$ cat config.mk
export PLATFORM = sky130hd
export DESIGN_NAME = ssl_top
export DESIGN_NICKNAME = d
export VERILOG_FILES = /design/src/ssl_pkg.sv /design/src/ssl_sync_if.sv /design/src/ssl_top.sv /design/src/ssl_cond_sync.sv /design/src/ssl_level_regs.sv
export SDC_FILE = /design/constraint.sdc
export NUM_CORES = 1
export LEC_CHECK = 0
export BUFFER_PORTS_ARGS = -buffer_cell sky130_fd_sc_hd__buf_2
export CORE_MARGIN = 5
export CORE_UTILIZATION = 44
export CTS_CLUSTER_DIAMETER = 30
export DETAILED_ROUTE_END_ITERATION = 10
export PLACE_DENSITY = 0.76
export SLEW_MARGIN = 20
export SYNTH_ARGS = -nofsm -noshare
export SYNTH_HDL_FRONTEND = slang
export SYNTH_HIERARCHICAL = 1
export SYNTH_SLANG_ARGS = --single-unit
$ cat constraint.sdc
create_clock -name core_clk -period 1.45 [get_ports core_clk]
set_input_delay 0.2175 -clock core_clk [delete_from_list [all_inputs] [get_ports core_clk]]
set_output_delay 0.2175 -clock core_clk [all_outputs]
set_load 0.01 [all_outputs]
$ cat src/ssl_pkg.sv
// Package of register map, field layout, code widths and event bits for the block
package ssl_pkg;

	// Register byte offsets
	localparam logic [7:0] STATUS_OFFSET = 8'h30;
	localparam logic [7:0] CORE_LEVEL_OFFSET = 8'h34;
	localparam logic [7:0] PLL_LEVEL_OFFSET = 8'h40;
	localparam logic [7:0] IRQ_STATUS_OFFSET = 8'h50;
	localparam logic [7:0] IRQ_MASK_OFFSET = 8'h54;

	// Status word field positions
	localparam int OSC_STABLE_BIT = 24;
	localparam int PLL_GOOD_BIT = 19;
	localparam int CORE_GOOD_BIT = 16;
	localparam int ANALOG_LIMIT_BIT = 9;
	localparam int CORE_LIMIT_BIT = 8;
	localparam int ANALOG_SOFT_BIT = 1;
	localparam int CORE_SOFT_BIT = 0;

	// Number of supply condition inputs
	localparam int COND_COUNT = 7;

	// Level code widths
	localparam int CORE_CODE_WIDTH = 7;
	localparam int PLL_CODE_WIDTH = 3;

	// Largest meaningful core code (1.30 V)
	localparam logic [6:0] CORE_CODE_MAX = 7'h46;

	// Interrupt event bits in the irq status and mask registers
	localparam int EVT_OSC_STABLE = 0;
	localparam int EVT_PLL_GOOD_LOST = 1;
	localparam int EVT_CORE_GOOD_LOST = 2;
	localparam int EVT_LIMIT = 3;
	localparam int EVT_COUNT = 4;

	// Read-back value for unmapped addresses
	localparam logic [31:0] UNMAPPED_DATA = 32'h0000_0000;

endpackage

$ cat src/ssl_sync_if.sv
// Interface carrying synchronised supply conditions between modules
interface ssl_sync_if;
	logic [ssl_pkg::COND_COUNT-1:0] cond; // Synchronised condition levels
	logic [ssl_pkg::COND_COUNT-1:0] rise; // One-cycle rising pulses
	logic [ssl_pkg::COND_COUNT-1:0] fall; // One-cycle falling pulses

	modport producer (output cond, output rise, output fall);
	modport consumer (input cond, input rise, input fall);
endinterface

$ cat src/ssl_top.sv
// Supply status and level register bank with APB slave and interrupt
//
// Operation
// - Bit 24 shows oscillator stable
// - Bit 19 shows PLL rail good
// - Bit 16 shows core rail good
// - Bits 9/8 show buck current limiting
// - Bits 1/0 show buck soft-start
// - Writable 7-bit core code, 10 mV steps
// - Writable 3-bit PLL code, 100 mV steps
// - Level codes reset from strap pins
//
// Design decision made here: the APB interface to the registers.
module ssl_top (
	input wire logic core_clk,
	input wire logic rst,
	// APB slave
	input wire logic psel,
	input wire logic penable,
	input wire logic pwrite,
	input wire logic [7:0] paddr,
	input wire logic [31:0] pwdata,
	output logic [31:0] prdata,
	output logic pready,
	output logic pslverr,
	// Live supply conditions from analogue
	input wire logic oscStable,
	input wire logic pllRailGood,
	input wire logic coreRailGood,
	input wire logic analogLimit,
	input wire logic coreLimit,
	input wire logic analogSoftStart,
	input wire logic coreSoftStart,
	// Mode strap pins
	input wire logic [6:0] coreLevelStrap,
	input wire logic [2:0] pllLevelStrap,
	// Level codes to regulators
	output logic [6:0] coreSupplyRailCode,
	output logic [2:0] pllLinearRegulatorCode,
	// Interrupt
	output logic irq
);

	////////////////////////////////////////////////////////////////////////
	// Synchronisation of raw conditions

	ssl_sync_if syncBus (); // Synchronised conditions and edges
	logic [ssl_pkg::COND_COUNT-1:0] rawCond; // Packed raw inputs
	logic [ssl_pkg::COND_COUNT-1:0] strapCore; // Core strap pins, fed to the strap synchroniser
	logic [ssl_pkg::COND_COUNT-1:0] strapSync1_q; // Core strap stage one
	logic [ssl_pkg::COND_COUNT-1:0] strapSync2_q; // Core strap stage two
	logic [2:0] pllStrapSync1_q; // PLL strap stage one
	logic [2:0] pllStrapSync2_q; // PLL strap stage two

	// Pack inputs in a fixed order
	assign rawCond = {oscStable, pllRailGood, coreRailGood, analogLimit,
		coreLimit, analogSoftStart, coreSoftStart};
	assign strapCore = coreLevelStrap;

	ssl_cond_sync uSync (
		.core_clk(core_clk),
		.rst(rst),
		.rawCond(rawCond),
		.syncBus(syncBus)
	);

	// Straps are pins too, so they are synchronised before loading
	always_ff @(posedge core_clk) begin
		strapSync1_q <= strapCore;
		strapSync2_q <= strapSync1_q;
		pllStrapSync1_q <= pllLevelStrap;
		pllStrapSync2_q <= pllStrapSync1_q;
	end

	////////////////////////////////////////////////////////////////////////
	// Status word assembly from live conditions

	logic [31:0] statusWord; // Read value of status register
	wire sOsc = syncBus.cond[6];
	wire sPll = syncBus.cond[5];
	wire sCore = syncBus.cond[4];
	wire sAnaLim = syncBus.cond[3];
	wire sCoreLim = syncBus.cond[2];
	wire sAnaSoft = syncBus.cond[1];
	wire sCoreSoft = syncBus.cond[0];

	// Reserved positions stay zero; every bit is live, never latched
	always_comb begin
		statusWord = 32'h0000_0000;
		statusWord[ssl_pkg::OSC_STABLE_BIT] = sOsc;
		statusWord[ssl_pkg::PLL_GOOD_BIT] = sPll;
		statusWord[ssl_pkg::CORE_GOOD_BIT] = sCore;
		statusWord[ssl_pkg::ANALOG_LIMIT_BIT] = sAnaLim;
		statusWord[ssl_pkg::CORE_LIMIT_BIT] = sCoreLim;
		statusWord[ssl_pkg::ANALOG_SOFT_BIT] = sAnaSoft;
		statusWord[ssl_pkg::CORE_SOFT_BIT] = sCoreSoft;
	end

	////////////////////////////////////////////////////////////////////////
	// APB decode

	wire apbAccess = psel & penable; // Access phase, answered one cycle later
	wire apbWrite = apbAccess & pwrite;
	wire hitStatus = (paddr == ssl_pkg::STATUS_OFFSET);
	wire hitCore = (paddr == ssl_pkg::CORE_LEVEL_OFFSET);
	wire hitPll = (paddr == ssl_pkg::PLL_LEVEL_OFFSET);
	wire hitIrqSt = (paddr == ssl_pkg::IRQ_STATUS_OFFSET);
	wire hitIrqMask = (paddr == ssl_pkg::IRQ_MASK_OFFSET);
	wire hitAny = hitStatus | hitCore | hitPll | hitIrqSt | hitIrqMask;
	// Status register has no write path at all
	wire coreWrEn = apbWrite & hitCore;
	wire pllWrEn = apbWrite & hitPll;
	wire irqStWr = apbWrite & hitIrqSt;
	wire irqMaskWr = apbWrite & hitIrqMask;

	////////////////////////////////////////////////////////////////////////
	// Level code registers

	logic [6:0] coreCode_q; // Core rail code
	logic [2:0] pllCode_q; // PLL regulator code

	ssl_level_regs uLevels (
		.core_clk(core_clk),
		.rst(rst),
		.coreStrap(strapSync2_q),
		.pllStrap(pllStrapSync2_q),
		.coreWrEn(coreWrEn),
		.pllWrEn(pllWrEn),
		.wrData(pwdata),
		.coreCode_q(coreCode_q),
		.pllCode_q(pllCode_q)
	);

	// Regulator outputs come straight from the code flops
	assign coreSupplyRailCode = coreCode_q;
	assign pllLinearRegulatorCode = pllCode_q;

	////////////////////////////////////////////////////////////////////////
	// Interrupt events: sticky, write one to clear, set wins

	logic [ssl_pkg::EVT_COUNT-1:0] irqStatus_q; // Sticky event bits
	logic [ssl_pkg::EVT_COUNT-1:0] irqStatus_d;
	logic [ssl_pkg::EVT_COUNT-1:0] irqMask_q; // One enables the event
	logic [ssl_pkg::EVT_COUNT-1:0] evtSet; // Event pulses
	logic [ssl_pkg::EVT_COUNT-1:0] evtClr; // Software clear strobes

	assign evtSet[ssl_pkg::EVT_OSC_STABLE] = syncBus.rise[6];
	assign evtSet[ssl_pkg::EVT_PLL_GOOD_LOST] = syncBus.fall[5];
	assign evtSet[ssl_pkg::EVT_CORE_GOOD_LOST] = syncBus.fall[4];
	// Either buck entering current limit
	assign evtSet[ssl_pkg::EVT_LIMIT] = syncBus.rise[3] | syncBus.rise[2];
	assign evtClr = irqStWr ? pwdata[ssl_pkg::EVT_COUNT-1:0] : '0;
	// A set in the clearing cycle survives the clear
	assign irqStatus_d = (irqStatus_q & ~evtClr) | evtSet;

	// Status and mask registers
	always_ff @(posedge core_clk) begin
		if (rst) begin
			irqStatus_q <= '0;
			irqMask_q <= '0;
		end else begin
			irqStatus_q <= irqStatus_d;
			if (irqMaskWr) begin
				irqMask_q <= pwdata[ssl_pkg::EVT_COUNT-1:0];
			end
		end
	end

	// Registered level interrupt
	always_ff @(posedge core_clk) begin
		if (rst) begin
			irq <= 1'b0;
		end else begin
			irq <= |(irqStatus_d & irqMask_q);
		end
	end

	////////////////////////////////////////////////////////////////////////
	// Read mux; reserved bits read zero

	logic [31:0] rdMux; // Selected read word
	always_comb begin
		rdMux = ssl_pkg::UNMAPPED_DATA;
		if (hitStatus) begin
			rdMux = statusWord;
		end else if (hitCore) begin
			rdMux = {25'h000_0000, coreCode_q};
		end else if (hitPll) begin
			rdMux = {29'h0000_0000, pllCode_q};
		end else if (hitIrqSt) begin
			rdMux = {28'h000_0000, irqStatus_q};
		end else if (hitIrqMask) begin
			rdMux = {28'h000_0000, irqMask_q};
		end
	end

	////////////////////////////////////////////////////////////////////////
	// APB answer: pready one cycle after access phase starts, so every
	// output is a flop; a completed access drops pready for one cycle
	always_ff @(posedge core_clk) begin
		if (rst) begin
			pready <= 1'b0;
			prdata <= 32'h0000_0000;
			pslverr <= 1'b0;
		end else begin
			pready <= apbAccess & ~pready;
			prdata <= (apbAccess & ~pwrite & ~pready) ? rdMux : 32'h0000_0000;
			pslverr <= apbAccess & ~pready & ~hitAny;
		end
	end
endmodule

$ cat src/ssl_cond_sync.sv
// Two-flop synchronisers and edge detect for supply condition inputs
module ssl_cond_sync (
	input wire logic core_clk,
	input wire logic rst,
	input wire logic [ssl_pkg::COND_COUNT-1:0] rawCond,
	ssl_sync_if.producer syncBus
);

	////////////////////////////////////////////////////////////////////////
	// Per-bit synchroniser; stage one is read only by stage two
	genvar i;
	generate
		for (i = 0; i < ssl_pkg::COND_COUNT; i++) begin : gSync
			logic meta_q; // First stage
			logic sync_q; // Second stage
			logic prev_q; // Delayed copy for edge detect

			// Chain of three flops, cleared by reset
			always_ff @(posedge core_clk) begin
				if (rst) begin
					meta_q <= 1'b0;
					sync_q <= 1'b0;
					prev_q <= 1'b0;
				end else begin
					meta_q <= rawCond[i];
					sync_q <= meta_q;
					prev_q <= sync_q;
				end
			end

			// Edge pulses derive from settled stages only
			assign syncBus.cond[i] = sync_q;
			assign syncBus.rise[i] = sync_q & ~prev_q;
			assign syncBus.fall[i] = ~sync_q & prev_q;
		end
	endgenerate

endmodule

$ cat src/ssl_level_regs.sv
// Strap-loaded voltage level code registers
module ssl_level_regs (
	input wire logic core_clk,
	input wire logic rst,
	input wire logic [6:0] coreStrap,
	input wire logic [2:0] pllStrap,
	input wire logic coreWrEn,
	input wire logic pllWrEn,
	input wire logic [31:0] wrData,
	output logic [6:0] coreCode_q,
	output logic [2:0] pllCode_q
);

	logic loadPend_q; // High in the first cycle after reset release

	////////////////////////////////////////////////////////////////////////
	// Straps are caught by the clocked process after reset, never as a
	// reset constant, so level codes follow the mode pins
	always_ff @(posedge core_clk) begin
		if (rst) begin
			loadPend_q <= 1'b1;
			coreCode_q <= 7'h00;
			pllCode_q <= 3'h0;
		end else if (loadPend_q) begin
			loadPend_q <= 1'b0;
			coreCode_q <= coreStrap;
			pllCode_q <= pllStrap;
		end else begin
			// Only the low field bits are stored
			if (coreWrEn) begin
				coreCode_q <= wrData[ssl_pkg::CORE_CODE_WIDTH-1:0];
			end
			if (pllWrEn) begin
				pllCode_q <= wrData[ssl_pkg::PLL_CODE_WIDTH-1:0];
			end
		end
	end

endmodule

=== Word-level counts from Yosys, hierarchy flattened ===
Index checks and enable logic that the tools add are counted.
Widths: inputs -> output; s select.

* Add/subtract/negate cells: 0
* Multiply operators: 0
* Divide/modulo/power cells: 0
* $lt $le $gt $ge: 0
* Eq/ne operators: 5
* Shifts and indexed selects: 0
* Muxes and demuxes: 11
* Bitwise gates (word level): 33
* Reduce and logical (&&, ||, !) cells: 6

{| class="wikitable"
|+ Operator list
! cell !! number
|-
| $mux 25 || 1
|-
| $eq 8x7->1 const B || 3
|-
| $mux 7 || 3
|-
| $eq 8x6->1 const B || 2
|-
| $mux 4 || 4
|-
| $and 1x1->1 || 15
|-
| $not 1->1 || 9
|-
| $and 4x4->4 || 2
|-
| $mux 3 || 2
|-
| $reduce_or 6->1 || 1
|-
| $or 1x1->1 || 5
|-
| $not 4->4 || 1
|-
| $or 4x4->4 || 1
|-
| $reduce_bool 2->1 || 2
|-
| $reduce_or 4->1 || 1
|-
| $reduce_or 3->1 || 1
|-
| $reduce_or 2->1 || 1
|-
| $mux 1 || 1
|}

* Flip-flop bits (word level): 93
* Bits in latches: 0
* Memory bits (writable): 0
* Bits in read-only memories: 0
* Input port bits: 62
* Output and inout bits: 45
* Logic and storage cells: 89
* Memories kept: 0

=== Logic depth before layout (Yosys ltp) ===
Gate-level depths: netlist (run 1).

* Depth in word-level cells: 9
* Gate-level depth with buffers: 6
* Mapped depth without buffers: 5

=== Hierarchy ===
Netlist (run 1), hierarchy kept.

{| class="wikitable"
|+ Modules (own cells, without submodules)
! module !! instances !! cells an instance !! area an instance (µm²) !! sequential area each (µm²)
|-
| ssl_top || 1 || 155 || 1,602.8 || 860.8
|-
| ssl_cond_sync || 1 || 65 || 764.5 || 420.4
|-
| ssl_level_regs || 1 || 45 || 480.5 || 220.2
|}

=== Least setup slack after synthesis (run 1) ===
OpenSTA, ideal clock, no wires.

* Kind: input -> register
* From: input port paddr[3]
* To: register irqMask_q[0] in the netlist's numbering
* Setup time: 128 ps
* Arrival time: 1,385 ps
* Required time: 1,322 ps
* Setup slack: -63 ps
* Stages: 5
* Path buffers: 1
* Path through: or3_4 -> or4b_1 -> buf_2 -> mux2i_1 -> nor2_1

* Longest elaborated chain between the ends: 2

{| class="wikitable"
|+ Ends and longest elaborated chain
! element !! line !! text
|-
| start, declared || ssl_top.sv:21 || <nowiki>input wire logic [7:0] paddr,</nowiki>
|-
| $eq 8x7->1 || ssl_top.sv:108 || <nowiki>wire hitIrqMask = (paddr == ssl_pkg::IRQ_MASK_OFFSET);</nowiki>
|-
| $and 1x1->1 || ssl_top.sv:114 || <nowiki>wire irqMaskWr = apbWrite & hitIrqMask;</nowiki>
|-
| end signal, assigned || ssl_top.sv:164 || <nowiki>irqMask_q <= pwdata[ssl_pkg::EVT_COUNT-1:0];</nowiki>
|-
| end, declared || ssl_top.sv:143 || <nowiki>logic [ssl_pkg::EVT_COUNT-1:0] irqMask_q;</nowiki>
|}

No other way between the ends.
A chain may end at the register's enable or synchronous reset.

=== Final worst setup path (run 1) ===
* From: input port paddr[3]
* To: register irqMask_q[3] in the netlist's numbering

Same word-level chain as after synthesis.

==> results of run 1 <==
==> worst max-delay path, cell delays in order <==
cell	delay [ns]
sky130_fd_sc_hd__buf_2	0.11
sky130_fd_sc_hd__or3_4	0.38
sky130_fd_sc_hd__or4b_1	0.61
sky130_fd_sc_hd__mux2i_1	0.22
sky130_fd_sc_hd__nor2_1	0.06
==> power by group <==
group          switching [mW]  internal [mW]
Sequential             0.0326           2.08
Clock                   0.727           1.14
Combinational           0.162          0.157
==> placed cells by master, fill, tap and decap left out, types with 9 or more instances in the layout <==
| cell | instances |
|---|---|
| sky130_fd_sc_hd__nor2_1 | 13 |
| sky130_fd_sc_hd__conb_1 | 20 |
| sky130_fd_sc_hd__clkbuf_8 | 9 |
| sky130_fd_sc_hd__dfxtp_1 | 73 |
| sky130_fd_sc_hd__nand2_1 | 10 |
| sky130_fd_sc_hd__buf_2 | 61 |
| sky130_fd_sc_hd__dlygate4sd3_1 | 10 |
| sky130_fd_sc_hd__a211oi_1 | 10 |
| sky130_fd_sc_hd__nor2b_2 | 18 |
| sky130_fd_sc_hd__nor2b_1 | 16 |
| sky130_fd_sc_hd__mux2i_1 | 15 |
| sky130_fd_sc_hd__buf_4 | 22 |
==> final timing paths <==
kind                         from                     to  cells past startpoint
setup reg to reg           pready             prdata[19]                      5
hold reg to reg   strapSync1_q[2]        strapSync2_q[2]                      0
setup / recovery         paddr[3]           irqMask_q[3]                      5
hold / removal          oscStable  uSync/gSync[6].meta_q                      2
==> flip-flops by register name (all words and copies together) (netlist names), 4 cells and up <==
name / count
prdata: 12
strapSync1_q: 7
strapSync2_q: 7
uLevels/coreCode_q: 7
uSync/gSync.meta_q: 7
uSync/gSync.sync_q: 7
uSync/gSync.prev_q: 5
irqMask_q: 4
irqStatus_q: 4
==> area by class of cell <==
type                       count  area [µm²]  area share
multi-input combinational    159        1076      0.3114
clock buffer                   9       123.9     0.03584
inverter                       3       11.26    0.003259
timing repair buffer          93       570.5      0.1651
clock inverter                 7       118.9     0.03440
tap                           75       93.84     0.02715
sequential                    73        1461      0.4229
==> layer usage <==
layer / global-route usage / up-vias
met4: 0.07280 / 2
met1: 0.1808 / 862
met3: 0.05400 / 13
met5: 0 / -
li1: - / 998
met2: 0.2355 / 69
==> metrics by stage <==
| step | power, mW | std cells |
|---|---|---|
| after floorplan | 2.370 | 271 |
| after global placement | 2.452 | 393 |
| after detailed placement | 2.460 | 393 |
| after CTS | 4.349 | 419 |
| after global routing | 4.497 | 419 |
| final | 4.303 | 419 |
==> repair_timing <==
action | in CTS | in global routing
endpoints found under the hold margin | 10 | 0
hold buffers | 10 | 0
endpoints found under the setup margin | 0 | 3
resized for setup | 0 | 1
==> impl_metrics.tcl, run 1 <==
set metrics [dict create \
    run_status "finished, final reports clean" \
    cts_tree "yes" \
    power-per-cell-area_nw_per_um2 1245 \
    synth_warnings 6 \
    worstSkewPairLatency_ns 0.34 \
    ir_worst_vdd_mv 0.7150 \
    critical_path_class "input port to flop" \
    avgRoutedWirePerCell_um 13.10 \
    area_growth_pct 26.41 \
    overflow 0 \
    route.layer.met1.wl_um 2325 \
    finalWeightedCongestion 0.8146 \
    met2_length_um 2559 \
    placeableCoreArea_um2 5991 \
    max_cap_viol_count 0 \
    placed_cell_area_um2 3108 \
    start_kind "input port" \
    relative_max_transition_margin 0.6663 \
    vias_per_cell 4.640 \
    tightest_slew_ns 0.5006 \
    clock_path_buffers 2 \
    num_io_pins 107 \
    dp_slack_ns -0.2801 \
    tritoncts.num_buffers 9 \
    placementRows 28 \
    horizontal_die_dimension_um 88.83 \
    hold_path_class "input port to flop" \
    worst_setup_margin_ns 0.05812 \
    cts.reportedPaths.clkPinSlew_ns 0.07 \
    detail_route.iter0.violations 114 \
    worst_ep_required_time_ns 1.66 \
    hpwl_um 4102 \
    final_min_period_over_clock_period 0.9599 \
    layout-drive-gt1-share 0.3692 \
    route.top_layer_used "met5" \
    vias_after_detailed_routing 1944 \
    start_util 0.4563 \
    number_of_global_route_vias_before_repair 1919 \
    layout.core_utilization 0.5769 \
    netlist_instances 252 \
    cp_max_fo 4 \
    port_buffers 61 \
    floorplan.die_area_um2 7890 \
    worstSetupEndpointType "flop" \
    rrSetupSlack_ns 0.11 \
    drc_errors 0 \
    fin_worst_skew_ns 0.007218 \
    cts_setup_buffers 0 \
    final_hold_viol_count 0 \
    syn_avg_cell_area_um2 10.85 \
    pleak_nw 1.547 \
    grt_start_max_net_pins 41 \
    layout.cell_area.non_filler_um2 3456 \
    detailedRoute.firstPassIterationCount 4 \
    clkSinkCount 73 \
    final_count_of_negative_setup_slack_endpoints 0 \
    maxSlewViolCount 0 \
    cts_root_buf "sky130_fd_sc_hd__clkbuf_8" \
    die_h_um 88.83 \
    ant_nets 0 \
    cts-htree-levels 3 \
    finalSetupTns_ns 0 \
    final.fill_count 526 \
    fmaxAchievable_mhz 718.5 \
    grt_util_all_layers 0.1496 \
    grt_first_pass_wirelength_um 8811 \
    dr_wl_met3_um 481 \
    detail_route.wirelength_um 5488 \
    time_the_final_worst_path_needs_with_i_o_delays_and_setup_ns 1.392 \
    grt_antenna_before_repair 1 \
    rsz0062_at_grt "false" \
    synth.cell_area_um2 2734 \
    nNetsFinal 401 \
    whs_ns 0.08388 \
    number_of_diodes_added_for_antenna_fixing 0 \
    crit_arrival_ns 1.60 \
]
(Power assumes the default switching activity.)
==> run 2: changes to the inputs <==
Settings changed: SETUP_SLACK_MARGIN set to 0.3.
==> impl_metrics.tcl, run 2 (same netlist as run 1, synthesis figures left out) <==
set metrics [dict create \
    drc_errors 0 \
    cts_tree "yes" \
    horizontal_die_dimension_um 88.83 \
    grt_antenna_before_repair 0 \
    avgRoutedWirePerCell_um 13.29 \
    die_h_um 88.83 \
    maxSlewViolCount 0 \
    start_kind "input port" \
    timing.critical_path.slowest_stage_cell "sky130_fd_sc_hd__or4b_4" \
    final_count_of_negative_setup_slack_endpoints 0 \
    crit_arrival_ns 1.47 \
    fin_worst_skew_ns 0.007537 \
    finalWeightedCongestion 0.8584 \
    largest_register_ff_count 12 \
    num_io_pins 107 \
    pleak_nw 1.593 \
    vias_after_detailed_routing 1994 \
    ir_worst_vdd_mv 0.8339 \
    cts.reportedPaths.clkPinSlew_ns 0.08 \
    hold_path_class "input port to flop" \
    max_cap_viol_count 0 \
    clkSinkCount 73 \
    cts_root_buf "sky130_fd_sc_hd__clkbuf_8" \
    number_of_global_route_vias_before_repair 1985 \
    hpwl_um 4043 \
    cts-htree-levels 3 \
    nNetsFinal 402 \
    number_of_diodes_added_for_antenna_fixing 0 \
    placementRows 28 \
    cp_max_fo 4 \
    port_buffers 61 \
    fmaxAchievable_mhz 796.1 \
    critical_path_class "input port to flop" \
    run_status "finished, final reports clean" \
    slowest_delay_ns 0.54 \
    grt_util_all_layers 0.1528 \
    ff_latch_area_um2 1463 \
    total_power_mw 4.166 \
    dp_slack_ns -0.2485 \
    worstSkewPairLatency_ns 0.34 \
    power-per-cell-area_nw_per_um2 1159 \
    layout_common_cells "sky130_fd_sc_hd__dfxtp_1, sky130_fd_sc_hd__buf_2, sky130_fd_sc_hd__conb_1, sky130_fd_sc_hd__nor2b_2, sky130_fd_sc_hd__buf_4" \
    tritoncts.num_buffers 9 \
    ant_nets 0 \
    worst_setup_margin_ns 0.1938 \
    final_common_cell "sky130_fd_sc_hd__dfxtp_1" \
    registers.top_by_ff_count "prdata" \
    crit_chain "buf_6 > or3_4 > or4b_4 > mux2i_1 > nor2_1" \
    multi_input_comb_area_um2 1186 \
    clock_path_buffers 2 \
    overflow 0 \
    final_min_period_over_clock_period 0.8663 \
    detail_route.wirelength_um 5583 \
    area_growth_pct 31.53 \
    detail_route.iter0.violations 96 \
    grt_start_max_net_pins 41 \
    layout-drive-gt1-share 0.4261 \
    time_the_final_worst_path_needs_with_i_o_delays_and_setup_ns 1.256 \
    final.fill_count 512 \
    rsz0062_at_grt "true" \
    grt_first_pass_wirelength_um 9011 \
    floorplan.die_area_um2 7890 \
    start_util 0.4563 \
    placeableCoreArea_um2 5991 \
    vias_per_cell 4.748 \
    worst_ep_required_time_ns 1.66 \
    detailedRoute.firstPassIterationCount 4 \
    worstSetupEndpointType "flop" \
    final_hold_viol_count 0 \
]
-- run 2: timing repair --
| action | in CTS | in global routing |
|---|---|---|
| cloned | 0 | 1 |
| setup endpoints to repair | 27 | 27 |
| setup buffers | 1 | 0 |
| hold buffers | 10 | 0 |
| hold endpoints to repair | 10 | 0 |
| resized for setup | 20 | 11 |
| pin swaps | 18 | 7 |
-- run 2: path summary, 6_finish.rpt --
check / start / endpoint / slack (ns) / depth (start not counted)
max: paddr[3] / irqMask_q[3] / 0.19 / 5
max reg2reg: pready / prdata[0] / 0.21 / 6
min: analogLimit / uSync/gSync[3].meta_q / 0.08 / 2
min reg2reg: pllStrapSync1_q[0] / pllStrapSync2_q[0] / 0.33 / 0
-- run 2: cell type report --
type / instances / area share
clock buffer: 9 / 0.03445
timing repair inverter: 1 / 0.002088
timing repair buffer: 93 / 0.1701
clock inverter: 7 / 0.02644
tap: 75 / 0.02610
inverter: 3 / 0.004175
sequential: 73 / 0.4067
multi-input combinational: 159 / 0.3299
-- run 2: worst max-delay path, delay by kind of cell --
family,cells,cell delay (ns)
multiplexers,1,0.17
AND/OR/NAND/NOR,3,0.99
buffers and inverters,1,0.10
-- run 2: per-stage QoR --
| step | area, µm² | util | std cells | setup TNS [ns] | hold slack, ns |
|---|---|---|---|---|---|
| finish | 3596 | 0.6003 | 420 | 0 | 0.08325 |
| detailed placement | 3142 | 0.5244 | 392 | -3.570 | 0.3128 |
| global route | 3596 | 0.6003 | 420 | 0 | 0.07579 |
| floorplan | 2844 | - | 271 | -0.2513 | 0.2452 |
| global placement | 3142 | 0.5244 | 392 | -3.249 | 0.3125 |
| CTS | 3557 | 0.5938 | 419 | 0 | 0.06320 |
-- run 2: layer usage --
| layer | GRT usage | part of all wire | routed length (µm) |
|---|---|---|---|
| met2 | 0.2456 | 0.48 | 2689 |
| met5 | 0 | 0 | 0 |
| met1 | 0.1742 | 0.41 | 2280 |
| met4 | 0.1071 | 0.029 | 162 |
| met3 | 0.04283 | 0.081 | 451 |
-- run 2: where the power goes --
group	switching, mW	internal [mW]
sequential	0.0365	2.08
clock	0.731	0.967
combinational	0.174	0.173
==> run 3: changes to the inputs <==
Settings changed: ABC_AREA set to 1, CAP_MARGIN set to 30.
==> impl_metrics.tcl, run 3 <==
set metrics [dict create \
    placed_cell_area_um2 3055 \
    vias_after_detailed_routing 2150 \
    timing.critical_path.slowest_stage_cell "sky130_fd_sc_hd__dfxtp_1" \
    hold_path_class "input port to flop" \
    placeableCoreArea_um2 5991 \
    cpLargestDelayFamily "flip-flops" \
    finalWeightedCongestion 0.8163 \
    largest_register_ff_count 12 \
    run_status "finished, final reports clean" \
    clockPowerShare 0.406 \
    nNetsFinal 479 \
    grt_antenna_before_repair 0 \
    timing.critical_path.buf_inv 1 \
    rrSetupSlack_ns 0.38 \
    grt_util_all_layers 0.1455 \
    hpwl_um 3858 \
    critical_path_class "flop to output port" \
    time_the_final_worst_path_needs_with_i_o_delays_and_setup_ns 1.102 \
    area_growth_pct 25.19 \
    grt_start_max_net_pins 31 \
    floorplan.die_area_um2 7922 \
    layout.cell_area.non_filler_um2 3438 \
    cts.reportedPaths.clkPinSlew_ns 0.08 \
    crit_arrival_ns 0.88 \
    ant_nets 0 \
    grt_first_pass_wirelength_um 8645 \
    detailedRoute.firstPassIterationCount 4 \
    horizontal_die_dimension_um 89.01 \
    netlist_instances 337 \
    detail_route.iter0.violations 170 \
    layout-drive-gt1-share 0.2938 \
    number_of_diodes_added_for_antenna_fixing 0 \
    tritoncts.num_buffers 9 \
    fmaxAchievable_mhz 907.4 \
    maxSlewViolCount 0 \
    worst_ep_required_time_ns 1.23 \
    fin_worst_skew_ns 0.01037 \
    cts_root_buf "sky130_fd_sc_hd__clkbuf_8" \
    die_h_um 89.01 \
    drc_errors 0 \
    power.sequential.fraction 0.522 \
    rsz0062_at_grt "true" \
    total_power_mw 4.050 \
    start_kind "flop" \
    comb_pwr_share 0.071 \
    cp_max_fo 3 \
    finalSetupTns_ns 0 \
    number_of_global_route_vias_before_repair 1963 \
    syn_avg_cell_area_um2 8.150 \
    avgRoutedWirePerCell_um 10.77 \
    clock_path_buffers 2 \
    max_cap_viol_count 0 \
    final_count_of_negative_setup_slack_endpoints 0 \
    vias_per_cell 4.326 \
    synth.cell_area_um2 2746 \
    power-per-cell-area_nw_per_um2 1178 \
    registers.top_by_ff_count "prdata" \
    synth_warnings 6 \
    switching_power_summed_over_all_nets_mw 0.9550 \
    crit_chain "buf_2" \
    cts_tree "yes" \
    final_common_cell "sky130_fd_sc_hd__dfxtp_1" \
    detail_route.wirelength_um 5354 \
    ir_worst_vdd_mv 1.070 \
    cts-htree-levels 3 \
    worstSkewPairLatency_ns 0.35 \
    layout_common_cells "sky130_fd_sc_hd__dfxtp_1, sky130_fd_sc_hd__nand2_1, sky130_fd_sc_hd__buf_2" \
    final_hold_viol_count 0 \
    worstSetupEndpointType "output port" \
    pleak_nw 1.716 \
    num_io_pins 107 \
    p_int_mw 3.094 \
    final_min_period_over_clock_period 0.7600 \
    power.switching_fraction 0.2358 \
    placementRows 28 \
    start_util 0.4584 \
    worst_setup_margin_ns 0.3479 \
    slowest_delay_ns 0.38 \
    dp_slack_ns -0.01384 \
    port_buffers 61 \
    clkSinkCount 73 \
    overflow 0 \
]
[run 3: changes by cell type in the layout (fill, tap and decap cells not counted), sizes merged, moves of 6 or more]
cell,delta
and2,-6
inv,+53
nand3,+32
nor2b,-34
nand2,+62
buf,-11
nor2,+39
and3,-6
a211oi,-10
mux2i,-15
[run 3: cell type report]
class	instances	area (µm²)
Clock buffer	11	151.4
Clock inverter	5	62.56
Fill cell	527	2552
Inverter	55	211.5
Multi-Input combinational cell	196	964.7
Sequential cell	73	1463
Tap cell	75	93.84
Timing Repair Buffer	82	491.7
[run 3: worst paths after layout]
check	startpoint	end	cells past startpoint
worst min-delay path	pllRailGood	uSync/gSync[5].meta_q	3
worst min register to register	pllStrapSync1_q[0]	pllStrapSync2_q[0]	0
worst max-delay path	uLevels/coreCode_q[1]	coreSupplyRailCode[1]	1
worst max register to register	pready	prdata[2]	7
[run 3: timing repair]
action,CTS,global route
pin swaps,2,7
endpoints found under the setup margin,11,22
gates resized for setup,2,8
setup buffers,1,3
hold buffers,10,0
hold endpoints to repair,10,0
[run 3: stage by stage]
| stage | std cells | hold slack [ns] | util |
|---|---|---|---|
| floorplan | 356 | 0.2452 | - |
| global placement | 467 | 0.3116 | 0.5100 |
| detailed placement | 467 | 0.3121 | 0.5100 |
| CTS | 494 | 0.06760 | 0.5647 |
| global route | 497 | 0.06748 | 0.5739 |
| finish | 497 | 0.07711 | 0.5739 |
[run 3: layer usage]
metal  global-route usage  vias up  part of all wire
met3              0.05530        8             0.089
li1                     -     1125                 -
met2               0.2200       73              0.47
met1               0.1794      944              0.43
met5                    0        -                 0
met4              0.07848        0             0.014
[run 3: power by group through the flow]
stage / registers, mW / logic (mW) / clock network, mW
after floorplan: 2.16 / 0.201 / 0
after global placement: 2.16 / 0.248 / 0
after detailed placement: 2.16 / 0.253 / 0
after CTS: 2.12 / 0.278 / 1.68
after global routing: 2.12 / 0.328 / 1.79
final: 2.12 / 0.289 / 1.64
